File: src/common/clock_gen_pkg.sv
package clock_gen_pkg;

  // Register byte offsets
  localparam logic [7:0] CTRL_OFS = 8'h00;
  localparam logic [7:0] BWC_OFS = 8'h04;
  localparam logic [7:0] PROG_OFS = 8'h08;
  localparam logic [7:0] CENTER_OFS = 8'h0c;

  // Loop control register fields
  localparam int CTRL_IE_BIT = 7;
  localparam int CTRL_FLAG_BIT = 6;
  localparam int CTRL_ON_BIT = 5;
  localparam int CTRL_BCS_BIT = 4;

  // Bandwidth control register fields
  localparam int BWC_AUTO_BIT = 7;
  localparam int BWC_LOCK_BIT = 6;
  localparam int BWC_ACQ_BIT = 5;

  // Programming register fields: multiplier high nibble, range low nibble
  localparam int PROG_MULT_LSB = 4;
  localparam int PROG_RANGE_LSB = 0;
  localparam logic [7:0] PROG_RST = 8'h11;

  // Nominal VCO centre frequency in Hz
  localparam logic [31:0] NOM_CENTER_HZ = 32'd4915200;

  // Period mismatch windows, in pclk cycles
  localparam int TRK_TOL = 2;
  localparam int UNT_TOL = 4;
  localparam int LOCK_TOL = 1;
  localparam int UNL_TOL = 3;

  // Source edges to wait for while the base clock is held
  localparam logic [1:0] SWAP_EDGES = 2'd3;

  typedef enum logic [1:0] {
    SEL_RUN = 2'b01,
    SEL_HOLD = 2'b10
  } sel_state_t;

  typedef struct packed {
    logic up;
    logic down;
  } pump_t;

  typedef struct packed {
    logic [3:0] mult;
    logic [3:0] range;
  } prog_t;

endpackage

File: src/clock_gen_control.sv
// Behaviour
// - Base clock is selected source divided by two
// - Oscillator runs only while enable request held
// - Crystal buffered to reference, then final reference
// - Modulo divider gives feedback clock from VCO
// - Phase detector pulses show phase error direction
// - Lock detector compares feedback and reference frequency
// - Acquisition reads zero; otherwise loop is tracking
// - Automatic mode switches filter mode by itself
// - Automatic mode: acquisition bit read-only status
// - Tracking entered within, left outside tolerance
// - Automatic mode: settled flag read-only lock state
// - Settled set within lock, cleared beyond unlock
// - Enabled interrupt on every settled flag toggle
// - Manual mode: acquisition bit writable filter control
// - Manual mode: no settled flag, no interrupt
// - Centre frequency is range factor times nominal
// - Loop tracks once VCO frequency nearly correct
// - Multiplier zero acts as one; range zero disables
// - Base clock held across source switch
// - Manual mode forces enable, flags to zero
// - Programming register holds multiplier and range
//
// Our own choices: the register addresses and register access over APB.
`timescale 1ns/10ps
`default_nettype none
module clock_gen_control #(
  parameter int CNT_W = 12
) (
  // APB
  input wire logic pclk,
  input wire logic presetn,
  input wire logic psel,
  input wire logic penable,
  input wire logic pwrite,
  input wire logic [7:0] paddr,
  input wire logic [31:0] pwdata,
  output logic [31:0] prdata,
  output logic pready,
  output logic pslverr,
  // Oscillator and VCO
  input wire logic oscillator_enable_request,
  input wire logic crystal_clock,
  input wire logic vco_clock,
  output logic oscillator_run,
  // Loop signals
  output logic loop_reference_clock,
  output logic final_reference_clock,
  output logic vco_feedback_clock,
  output clock_gen_pkg::pump_t correction_pulse,
  output logic filter_tracking,
  // System side
  output logic base_clock_out,
  output logic clock_unit_interrupt
);
  import clock_gen_pkg::*;

  // Counter must hold a reference period, yet stay cheap
  if (CNT_W < 4 || CNT_W > 24) begin : g_cnt_w_check
    $error("CNT_W out of range");
  end

  logic ie_q, flag_q, on_q, bcs_q, auto_q, acq_sw_q;
  prog_t prog_q;
  logic osc_q, xtal_prev_q, vco_prev_q;
  logic xtal_rise, vco_rise, loop_active;
  logic ref_rise, fb_rise;
  logic wr, rd_ok, wr_ctrl, wr_bwc, wr_prog;
  logic [CNT_W-1:0] ref_cnt_q, fb_cnt_q, ref_per_q, diff;
  logic track_q, lock_q, lock_prev_q;
  logic flag_set;
  sel_state_t sel_q;
  logic cur_src_q;
  logic [1:0] xcnt_q, vcnt_q;
  logic [31:0] center_q;

  // Input edges, oscillator gated by the integration logic request
  // oscillator gating
  always_ff @(posedge pclk or negedge presetn) begin
    if (!presetn) begin
      osc_q <= 1'b0;
      xtal_prev_q <= 1'b0;
      vco_prev_q <= 1'b0;
    end else begin
      osc_q <= oscillator_enable_request;
      xtal_prev_q <= crystal_clock && osc_q;
      vco_prev_q <= vco_clock;
    end
  end
  assign oscillator_run = osc_q;
  assign xtal_rise = crystal_clock && osc_q && !xtal_prev_q;
  assign vco_rise = vco_clock && !vco_prev_q && loop_active;
  assign loop_active = on_q && (prog_q.range != 4'h0) && osc_q;

  always_ff @(posedge pclk or negedge presetn) begin
    if (!presetn) begin
      loop_reference_clock <= 1'b0;
      final_reference_clock <= 1'b0;
    end else begin
      loop_reference_clock <= crystal_clock && osc_q;
      final_reference_clock <= loop_reference_clock;
    end
  end
  assign ref_rise = xtal_rise && loop_active;

  vco_modulo_divider u_div (
    .pclk(pclk),
    .presetn(presetn),
    .enable(loop_active),
    .divisor(prog_q.mult),
    .vco_level(vco_clock),
    .vco_rise(vco_rise),
    .fb_clk_q(vco_feedback_clock),
    .fb_rise(fb_rise)
  );

  always_ff @(posedge pclk or negedge presetn) begin
    if (!presetn) begin
      correction_pulse <= '0;
    end else if (!loop_active || (ref_rise && fb_rise)) begin
      correction_pulse <= '0;
    end else if (ref_rise) begin
      correction_pulse.up <= !correction_pulse.down;
      correction_pulse.down <= 1'b0;
    end else if (fb_rise) begin
      correction_pulse.down <= !correction_pulse.up;
      correction_pulse.up <= 1'b0;
    end
  end

  always_ff @(posedge pclk or negedge presetn) begin
    if (!presetn) begin
      ref_cnt_q <= '0;
      fb_cnt_q <= '0;
      ref_per_q <= '0;
    end else if (!loop_active) begin
      ref_cnt_q <= '0;
      fb_cnt_q <= '0;
      ref_per_q <= '0;
    end else begin
      if (ref_rise) begin
        ref_per_q <= ref_cnt_q;
        ref_cnt_q <= '0;
      end else if (ref_cnt_q != '1) begin
        ref_cnt_q <= ref_cnt_q + 1'b1;
      end
      if (fb_rise) begin
        fb_cnt_q <= '0;
      end else if (fb_cnt_q != '1) begin
        fb_cnt_q <= fb_cnt_q + 1'b1;
      end
    end
  end
  assign diff = (fb_cnt_q > ref_per_q) ? fb_cnt_q - ref_per_q : ref_per_q - fb_cnt_q;

  // frequency comparison at each feedback edge
  always_ff @(posedge pclk or negedge presetn) begin
    if (!presetn) begin
      track_q <= 1'b0;
    end else if (!loop_active) begin
      track_q <= 1'b0;
    end else if (fb_rise && ref_per_q != '0) begin
      if (diff <= CNT_W'(TRK_TOL)) begin
        track_q <= 1'b1;
      end else if (diff > CNT_W'(UNT_TOL)) begin
        track_q <= 1'b0;
      end
    end
  end

  always_ff @(posedge pclk or negedge presetn) begin
    if (!presetn) begin
      lock_q <= 1'b0;
    end else if (!loop_active) begin
      lock_q <= 1'b0;
    end else if (fb_rise && ref_per_q != '0) begin
      if (diff <= CNT_W'(LOCK_TOL)) begin
        lock_q <= 1'b1;
      end else if (diff > CNT_W'(UNL_TOL)) begin
        lock_q <= 1'b0;
      end
    end
  end

  // APB decode; zero-wait slave
  assign pready = 1'b1;
  assign wr = psel && penable && pwrite;
  assign wr_ctrl = wr && paddr == CTRL_OFS;
  assign wr_bwc = wr && paddr == BWC_OFS;
  assign wr_prog = wr && paddr == PROG_OFS;
  always_comb begin
    if (paddr == CTRL_OFS) begin
      rd_ok = 1'b1;
    end else if (paddr == BWC_OFS) begin
      rd_ok = 1'b1;
    end else if (paddr == PROG_OFS) begin
      rd_ok = 1'b1;
    end else if (paddr == CENTER_OFS) begin
      rd_ok = 1'b1;
    end else begin
      rd_ok = 1'b0;
    end
  end
  assign pslverr = psel && penable && !rd_ok;

  always_comb begin
    prdata = 32'h0;
    if (paddr == CTRL_OFS) begin
      prdata[CTRL_IE_BIT] = ie_q;
      prdata[CTRL_FLAG_BIT] = flag_q;
      prdata[CTRL_ON_BIT] = on_q;
      prdata[CTRL_BCS_BIT] = bcs_q;
    end else if (paddr == BWC_OFS) begin
      prdata[BWC_AUTO_BIT] = auto_q;
      prdata[BWC_LOCK_BIT] = auto_q && lock_q;
      prdata[BWC_ACQ_BIT] = filter_tracking;
    end else if (paddr == PROG_OFS) begin
      prdata[7:0] = prog_q;
    end else if (paddr == CENTER_OFS) begin
      prdata = center_q;
    end
  end

  always_ff @(posedge pclk or negedge presetn) begin
    if (!presetn) begin
      prog_q <= PROG_RST;
    end else if (wr_prog) begin
      prog_q.mult <= pwdata[PROG_MULT_LSB +: 4];
      prog_q.range <= pwdata[PROG_RANGE_LSB +: 4];
    end
  end

  always_ff @(posedge pclk or negedge presetn) begin
    if (!presetn) begin
      center_q <= 32'h0;
    end else begin
      center_q <= 32'(prog_q.range) * NOM_CENTER_HZ;
    end
  end

  // Power and source select interlocks; a write that flips both is ignored
  // VCO refused while disabled
  always_ff @(posedge pclk or negedge presetn) begin
    if (!presetn) begin
      on_q <= 1'b0;
      bcs_q <= 1'b0;
    end else if (wr_ctrl && !((pwdata[CTRL_ON_BIT] != on_q) &&
                             (pwdata[CTRL_BCS_BIT] != bcs_q))) begin
      on_q <= pwdata[CTRL_ON_BIT] || bcs_q;
      bcs_q <= pwdata[CTRL_BCS_BIT] && on_q && (prog_q.range != 4'h0);
    end else if (!on_q || prog_q.range == 4'h0) begin
      bcs_q <= 1'b0;
    end
  end

  always_ff @(posedge pclk or negedge presetn) begin
    if (!presetn) begin
      auto_q <= 1'b0;
      acq_sw_q <= 1'b0;
    end else if (wr_bwc) begin
      auto_q <= pwdata[BWC_AUTO_BIT];
      if (!auto_q) begin
        acq_sw_q <= pwdata[BWC_ACQ_BIT];
      end
    end
  end
  assign filter_tracking = auto_q ? track_q : acq_sw_q;

  // enable forced to zero in manual mode
  always_ff @(posedge pclk or negedge presetn) begin
    if (!presetn) begin
      ie_q <= 1'b0;
    end else if (!auto_q) begin
      ie_q <= 1'b0;
    end else if (wr_ctrl) begin
      ie_q <= pwdata[CTRL_IE_BIT];
    end
  end

  // flag on every lock toggle; set beats a write-one clear
  // no flag in manual mode
  // Last cycle's lock state, so a toggle in either direction is seen
  always_ff @(posedge pclk or negedge presetn) begin
    if (!presetn) begin
      lock_prev_q <= 1'b0;
    end else begin
      lock_prev_q <= lock_q;
    end
  end
  assign flag_set = auto_q && (lock_q != lock_prev_q);
  always_ff @(posedge pclk or negedge presetn) begin
    if (!presetn) begin
      flag_q <= 1'b0;
    end else if (!auto_q) begin
      flag_q <= 1'b0;
    end else if (flag_set) begin
      flag_q <= 1'b1;
    end else if (wr_ctrl && pwdata[CTRL_FLAG_BIT]) begin
      flag_q <= 1'b0;
    end
  end

  always_ff @(posedge pclk or negedge presetn) begin
    if (!presetn) begin
      clock_unit_interrupt <= 1'b0;
    end else begin
      clock_unit_interrupt <= flag_q && ie_q && auto_q;
    end
  end

  // hold while three edges of each source pass
  always_ff @(posedge pclk or negedge presetn) begin
    if (!presetn) begin
      sel_q <= SEL_RUN;
      cur_src_q <= 1'b0;
      xcnt_q <= 2'd0;
      vcnt_q <= 2'd0;
    end else begin
      case (sel_q)
        SEL_RUN: begin
          xcnt_q <= 2'd0;
          vcnt_q <= 2'd0;
          if (bcs_q != cur_src_q) begin
            sel_q <= SEL_HOLD;
          end
        end
        SEL_HOLD: begin
          if (xtal_rise && xcnt_q != SWAP_EDGES) begin
            xcnt_q <= xcnt_q + 2'd1;
          end
          if (vco_rise && vcnt_q != SWAP_EDGES) begin
            vcnt_q <= vcnt_q + 2'd1;
          end
          // A stopped VCO cannot stall the return to crystal
          if ((xcnt_q == SWAP_EDGES || !osc_q) &&
              (vcnt_q == SWAP_EDGES || !loop_active)) begin
            cur_src_q <= bcs_q;
            sel_q <= SEL_RUN;
          end
        end
        default: begin
          sel_q <= SEL_RUN;
        end
      endcase
    end
  end

  always_ff @(posedge pclk or negedge presetn) begin
    if (!presetn) begin
      base_clock_out <= 1'b0;
    end else if (sel_q == SEL_RUN) begin
      if (cur_src_q ? vco_rise : xtal_rise) begin
        base_clock_out <= !base_clock_out;
      end
    end
  end
endmodule // clock_gen_control
`default_nettype wire

File: src/vco_modulo_divider.sv
`timescale 1ns/10ps
`default_nettype none
module vco_modulo_divider (
  // Clock and reset
  input wire logic pclk,
  input wire logic presetn,
  // Divider control
  input wire logic enable,
  input wire logic [3:0] divisor,
  // VCO side
  input wire logic vco_level,
  input wire logic vco_rise,
  // Feedback side
  output logic fb_clk_q,
  output logic fb_rise
);

  logic [3:0] cnt_q;
  logic [3:0] n_eff;
  logic [3:0] half;

  // Zero multiplier behaves as one
  assign n_eff = (divisor == 4'h0) ? 4'h1 : divisor;
  // Widened sum: a divide by fifteen must not wrap to a zero high phase
  assign half = 4'(({1'b0, n_eff} + 5'h01) >> 1);
  assign fb_rise = enable && vco_rise && (cnt_q == 4'h0);

  always_ff @(posedge pclk or negedge presetn) begin
    if (!presetn) begin
      cnt_q <= 4'h0;
    end else if (!enable) begin
      cnt_q <= 4'h0;
    end else if (vco_rise) begin
      cnt_q <= (cnt_q >= n_eff - 4'h1) ? 4'h0 : cnt_q + 4'h1;
    end
  end

  // Divide by one passes the VCO level straight through
  always_ff @(posedge pclk or negedge presetn) begin
    if (!presetn) begin
      fb_clk_q <= 1'b0;
    end else if (!enable) begin
      fb_clk_q <= 1'b0;
    end else if (n_eff == 4'h1) begin
      fb_clk_q <= vco_level;
    end else if (vco_rise) begin
      fb_clk_q <= (cnt_q < half);
    end
  end
endmodule // vco_modulo_divider
`default_nettype wire
File: config.mk
export PLATFORM = sky130hd
export DESIGN_NAME = clock_gen_control
export DESIGN_NICKNAME = d
export VERILOG_FILES = /design/src/common/clock_gen_pkg.sv /design/src/clock_gen_control.sv /design/src/vco_modulo_divider.sv
export SDC_FILE = /design/constraint.sdc
export NUM_CORES = 1
export LEC_CHECK = 0
export BUFFER_PORTS_ARGS = -buffer_cell sky130_fd_sc_hd__buf_2
export CAP_MARGIN = 20
export CORE_MARGIN = 3
export CORE_UTILIZATION = 40
export DETAILED_ROUTE_END_ITERATION = 12
export PLACE_DENSITY_LB_ADDON = 0.3
export SLEW_MARGIN = 25
export SYNTH_ARGS = -nofsm -noshare
export SYNTH_HDL_FRONTEND = slang
export SYNTH_SLANG_ARGS = --single-unit
File: constraint.sdc
create_clock -name pclk -period 2.4 [get_ports pclk]
set_input_delay 0.36 -clock pclk [delete_from_list [all_inputs] [get_ports pclk]]
set_output_delay 0.36 -clock pclk [all_outputs]
set_load 0.03 [all_outputs]
=== After elaboration in Yosys (flattened, before gate mapping) ===
Cells that the tools add are included.

* Add/subtract/negate cells: 9
* Multiply operators: 1
* Order comparisons: 7
* Eq/ne operators: 30
* Multiplexer cells: 56
* Bitwise gates (word level): 1
* Reduce and logical (&&, ||, !) cells: 61

{| class="wikitable"
|+ Operators with widths
! kind !! number
|-
| 12-bit 2-to-1 mux || 9
|-
| 19-bit 2-to-1 mux || 2
|-
| 1-bit logical AND || 29
|-
| 27-bit 2-to-1 mux || 1
|-
| 12-bit by 1-bit adder with 12-bit output (second input constant) || 2
|-
| 1-bit 2-to-1 mux || 24
|-
| 24-bit 2-to-1 mux || 1
|-
| 4-bit 2-to-1 mux || 6
|-
| 12-bit inequality test (second input constant) || 2
|-
| 12-bit subtractor || 2
|-
| 3-bit by 1-bit inequality test with 1-bit output (second input constant) || 6
|-
| 8-bit by 4-bit == test with 1-bit output (second input constant) || 2
|-
| 2-bit AND reduction || 8
|-
| 2-bit 2-to-1 mux || 7
|-
| 12-bit greater-than comparator || 1
|-
| 12-bit by 2-bit greater-than comparator with 1-bit output (second input constant) || 1
|-
| 12-bit by 3-bit greater-than comparator with 1-bit output (second input constant) || 1
|-
| 12-bit by 1-bit less-or-equal comparator with 1-bit output (second input constant) || 1
|-
| 12-bit by 2-bit less-or-equal comparator with 1-bit output (second input constant) || 1
|-
| 4-bit zero test || 3
|-
| 2-bit inequality test (second input constant) || 6
|-
| 2-bit one-hot mux with 2 select lines || 3
|-
| 12-bit nonzero test || 1
|-
| 4-bit by 7-bit multiplier with 11-bit output (second input constant) || 1
|-
| other kinds (22) || 45
|}

* Register bits after elaboration: 84
* Input bits: 48
* Output and inout bits: 43
* Logic and storage cells: 194

=== Depth between registers and ports, before layout ===
* Depth after elaboration: 9
* Gate-level depth with buffers: 13
* Mapped depth without buffers: 13

=== Modules after synthesis ===
From an unflattened synthesis, not the netlist that was laid out.

* Cells, all modules: 670
* Area, all modules: 5935.7 um^2

{| class="wikitable"
|+ By module, submodules not included
! module !! instances !! cells an instance !! area an instance (um^2) !! sequential area each (um^2)
|-
| clock_gen_control || 1 || 609 || 5383.9 || 1980.6
|-
| vco_modulo_divider || 1 || 61 || 551.8 || 125.1
|}

=== Least setup slack after synthesis ===
OpenSTA, ideal clock, no wires.

* Path type: register to register
* Start: register fb_cnt_q[2]
* End: register track_q
* Setup time: 0.079 ns
* Arrival: 2.433 ns
* Required time: 2.321 ns
* Slack: -0.112 ns
* Stages on the path, launching flop included: 12
* Buffers on the path: 1
* Period minus slack after synthesis: 2.512 ns
* Path through: dfrtp_1 inv_1 ha_1 buf_2 nand3_1 or4_4 o211ai_2 nand2_2 o31a_1 a22oi_2 o2111ai_1 a21oi_1

* Word-level cells in the longest chain between the ends: 6
* Elaborated cells on any way between the ends: 11
* Those cells by class: add/sub (2); order compare (3); eq/ne (1); mux (4); reduce/logical (1)

{| class="wikitable"
|+ RTL lines
! item !! line !! text
|-
| start, declared || clock_gen_control.sv:69 || <nowiki>logic [CNT_W-1:0] ref_cnt_q, fb_cnt_q, ref_per_q, diff;</nowiki>
|-
| start signal, assigned || clock_gen_control.sv:150 || <nowiki>fb_cnt_q <= fb_cnt_q + 1'b1;</nowiki>
|-
| 12-bit subtractor / 12-bit greater-than comparator (equally long branches) || clock_gen_control.sv:154 || <nowiki>assign diff = (fb_cnt_q > ref_per_q) ? fb_cnt_q - ref_per_q : ref_per_q - fb_cnt_q;</nowiki>
|-
| 12-bit 2-to-1 mux * || clock_gen_control.sv:154 ||
|-
| 12-bit by 2-bit less-or-equal comparator with 1-bit output || clock_gen_control.sv:163 || <nowiki>if (diff <= CNT_W'(TRK_TOL)) begin</nowiki>
|-
| 1-bit 2-to-1 mux || clock_gen_control.sv:163 ||
|-
| 1-bit 2-to-1 mux || clock_gen_control.sv:162 || <nowiki>end else if (fb_rise && ref_per_q != '0) begin</nowiki>
|-
| 1-bit 2-to-1 mux || clock_gen_control.sv:160 || <nowiki>end else if (!loop_active) begin</nowiki>
|-
| end signal, assigned || clock_gen_control.sv:159 || <nowiki>track_q <= 1'b0;</nowiki>
|-
| end signal, assigned || clock_gen_control.sv:161 || <nowiki>track_q <= 1'b0;</nowiki>
|-
| end signal, assigned || clock_gen_control.sv:164 || <nowiki>track_q <= 1'b1;</nowiki>
|-
| end, declared || clock_gen_control.sv:70 || <nowiki>logic track_q, lock_q, lock_prev_q;</nowiki>
|}

Every way passes the cells marked *; elsewhere a longest branch is shown, timed or not. The select of a mux whose other input is x is not followed.
A chain may end at the register's enable or synchronous reset.

=== Worst setup path in the final report ===
* Start: register ref_per_q[0]
* End: register track_q

* Word-level cells in the longest chain between the ends: 6
* Elaborated cells on any way between the ends: 14
* Those cells by class: add/sub (2); order compare (3); eq/ne (2); mux (4); reduce/logical (3)

{| class="wikitable"
|+ RTL lines
! item !! line !! text
|-
| start, declared || clock_gen_control.sv:69 ||
|-
| start signal, assigned || clock_gen_control.sv:142 || <nowiki>ref_per_q <= ref_cnt_q;</nowiki>
|-
| 12-bit subtractor / 12-bit greater-than comparator (equally long branches) || clock_gen_control.sv:154 ||
|-
| 12-bit 2-to-1 mux || clock_gen_control.sv:154 ||
|-
| 12-bit by 2-bit less-or-equal comparator with 1-bit output || clock_gen_control.sv:163 ||
|-
| 1-bit 2-to-1 mux || clock_gen_control.sv:163 ||
|-
| 1-bit 2-to-1 mux || clock_gen_control.sv:162 ||
|-
| 1-bit 2-to-1 mux || clock_gen_control.sv:160 ||
|}

Parallel ways exist; a longest one is shown, timed or not. The select of a mux whose other input is x is not followed.

==> results by group <==
Synth
  • Post-Synthesis Cells: 685
  • Largest cells by area after synthesis: dfrtp_1, ha_1, nand2_1
  • Post-synthesis cell area: 0.005909 sq mm
  • Seq/Total Area, Yosys: 0.3563
  • #FFs+latches synth: 84
  • Dominant cell type by area after synthesis: dfrtp_1
  • Synth warn: 0
  • Post-Syn Area per Cell: 8.627 sq um
  • FFs w/ async S/R, synth: 1.000
  • Most frequent cell after synthesis: dfrtp_1
  • Number of flops mapped to enable cells by yosys: 0
  • Yosys cell types: 64
  • Post-synth top cells: dfrtp_1, nand2_1, nor2_1, ha_1, inv_1
  • Ys flop type: dfrtp_1
  • Share of the synthesized area in the top cell type: 0.3430

STA
  • Final setup vio count: 2
  • Slew Viols, Final: 0
  • Tcrit/Tclk final: 1.120
  • Fin worst setup slack: -288.3 ps
  • Final Hold Fails: 0
  • RSZ-0062 raised after global routing: true
  • Clock Skew: about 6.4 ps
  • Relative slew slack: 0.5446
  • Worst-Margin Slew: 676.9 ps
  • Min Tclk post-route: 2688 ps
  • Fmax: roughly 370 MHz

Layout
  • Storage element area: between 0.002 and 0.0025 sq mm
  • Final cell area excluding filler cells: 0.007981 sq mm
  • # fillers: roughly 1,200
  • Antenna Cells: 0
  • Share of cells above drive strength 1: 0.3322
  • Multi-input logic area: ~0.0039 sq mm
  • Final Non-Filler Cells: ~1,000
  • Area Growth Syn to Fin: 35.06%
  • Fin nets: 952

Routing
  • WL final: 16,280 um
  • Drt first pass iters: 5
  • Wire per inst: roughly 16 um
  • Antenna-violating nets left: 0
  • Via count: 5,515
  • Avg Vias per Cell: about 5.3
  • DR iter-0 viols: 417
  • DRC: 0

Outcome
  • Failing checks: setup timing
  • Status: finished, violations left

Clocking
  • Clock slew at the register clock pins of the worst setup and hold paths: around 70 ps
  • Clock Latency Late Sink: 340 ps
  • CTS tree: done
  • Clock Sink Count: 84
  • Cts bufs inserted: 9
  • Max Buffers Root-to-Sink: 2
  • Cts hold-fix bufs: 0
  • CTS root buf: clkbuf_16
  • Htree depth: 3

Worst setup path
  • CP endpoint kind: register
  • Worst path depth: 10
  • Crit path kind: reg -> reg
  • Crit path to: track_q
  • Max FO, Critical Path: 2
  • Worst setup startpoint: ref_per_q[0]
  • WP data required: 2670 ps
  • Startpoint Class: register
  • Reg2reg end: track_q
  • Crit path max-delay family: simple AND/OR/NAND/NOR gates
  • Largest stage delay, worst path: 570 ps
  • Register-to-register setup slack: -290 ps
  • FF-to-FF path depth: 10
  • Buf/Inv on CP: 1
  • CP max-delay cell: or4_4
  • Arrival time at the worst endpoint: 2960 ps
  • RR Startpoint: ref_per_q[0]
  • Crit-path cells: buf_6 -> ha_4 -> nand3_4 -> or4_4 -> o211a_1 -> nor3_1 -> a32oi_1 -> a22oi_2 -> o2111ai_2 -> a21oi_2

Floorplan
  • # rows: 43
  • Die outline height: 127.5 um
  • I/O pins: 91
  • Die W: 127.5 um
  • Core area: 0.01415 sq mm
  • Initial core utilization: 0.4176
  • Die ar.: 0.01627 sq mm

Placed design
  • Port-buffer cells: 52
  • Placed cell area: ~0.0071 sq mm
  • Gpl congestion: 0.9206
  • Dpl cells: 999
  • Pre-CTS WS: -336.9 ps
  • Dpl hpwl: between 10,000 and 15,000 um

Run
  • Total of max-cap violations: 0

Global routing
  • Global route overflow: 0
  • Pin count of the biggest net entering global routing: 48
  • First-pass GRT wire length: 26,080 um
  • Vias in the first global route: around 5,600
  • Antenna violations before repair: 0
  • Total GRT Usage: 0.1965

Min path
  • HP Class: in -> async

Power and ir drop
  • P per Cell Area: 403.1 mW/mm^2
  • Peak supply drop: 391.5 uV
  • Pleak: 3.710 nW
routing by layer:
metal	up-vias	GRT usage	part of all wire
li1	2688	-	-
met1	2583	0.2442	0.42
met2	192	0.3304	0.49
met3	52	0.03219	0.053
met4	0	0.09779	0.035
met5	-	0	0
flip-flops by register name, summed over array words and instances (netlist names), 2 cells and up:
register,cells
fb_cnt_q,12
ref_cnt_q,12
ref_per_q,12
center_q,11
prog_q,8
u_div.cnt_q,4
correction_pulse,2
sel_q,2
vcnt_q,2
xcnt_q,2
worst register-to-register path, stage by stage (launching register included):
cell	delay (ps)
dfrtp_1	410
buf_6	140
ha_4	270
nand3_4	70
or4_4	570
o211a_1	180
nor3_1	300
a32oi_1	130
a22oi_2	220
o2111ai_2	170
a21oi_2	160
layout by cell type, fill, tap and decap left out, drive strengths merged, types with 4 or more instances in the layout:
cell type / count
a211o: 4
a211oi: 11
a21o: 9
a21oi: 42
a22o: 4
a31oi: 12
and2: 15
and3: 6
buf: 180
clkbuf: 9
conb: 14
dfrtp: 81
ha: 54
inv: 54
mux2: 9
mux2i: 9
nand2: 69
nand2b: 9
nand3: 24
nand3b: 5
nand4: 11
nor2: 66
nor2b: 9
nor3: 13
nor4: 10
o2111ai: 4
o21a: 6
o21ai: 31
xnor2: 18
xor2: 12
power by group:
group          internal, mW  total [mW]  switching (mW)  leakage, nW
logic                 0.135       0.342           0.207         2.46
registers              1.46        1.48          0.0211         1.11
clock network         0.811        1.39           0.582        0.142
total                  2.41        3.22           0.811         3.71
stage by stage:
step | TNS (ps) | utilization | power, mW | hold WS [ps]
floorplan | -17.83 | - | 1.685 | 64.41
global placement | -533.6 | 0.4999 | 1.788 | 412.5
detailed placement | -697.0 | 0.4999 | 1.798 | 422.4
CTS | -204.1 | 0.5458 | 3.209 | 54.11
global route | -679.3 | 0.5641 | 3.335 | 66.64
finish | -541.3 | 0.5641 | 3.217 | 34.68
area by class of cell:
cell class,count,share of cell area
clock buffer,9,0.02822
clock inverter,7,0.009563
inverter,53,0.02524
multi-input combinational,519,0.4882
sequential,84,0.2638
tap,180,0.02822
timing repair buffer,180,0.1568
what timing repair did:
item                                   4_1_cts  5_1_grt
setup buffers                               11        7
pin swaps                                   23       38
setup endpoints to repair                    7       13
endpoints found under the hold margin        0        0
gates resized for setup                     45       49
kinds of logic after synthesis:
logic type | after synthesis | synth area share
buffers and inverters | 94 | 0.07093
other | 2 | 0.001271
DFF | 84 | 0.3563
and+or+nand+nor | 252 | 0.2088
xor gates and xnor gates | 30 | 0.04446
AOI/OAI and AO/OA | 148 | 0.1613
adders and majority gates | 57 | 0.1245
muxes | 18 | 0.03240
how the worst min path moves through the flow:
stage                        from  slack, ps              endpoint
after floorplan           presetn         60              acq_sw_q
after global placement    presetn        410  clock_unit_interrupt
after detailed placement  presetn        420                auto_q
after CTS                 presetn         50        u_div.fb_clk_q
after global routing      presetn         70                auto_q
final                     presetn         30                auto_q
Note: power is estimated with default switching activity, not from simulation.
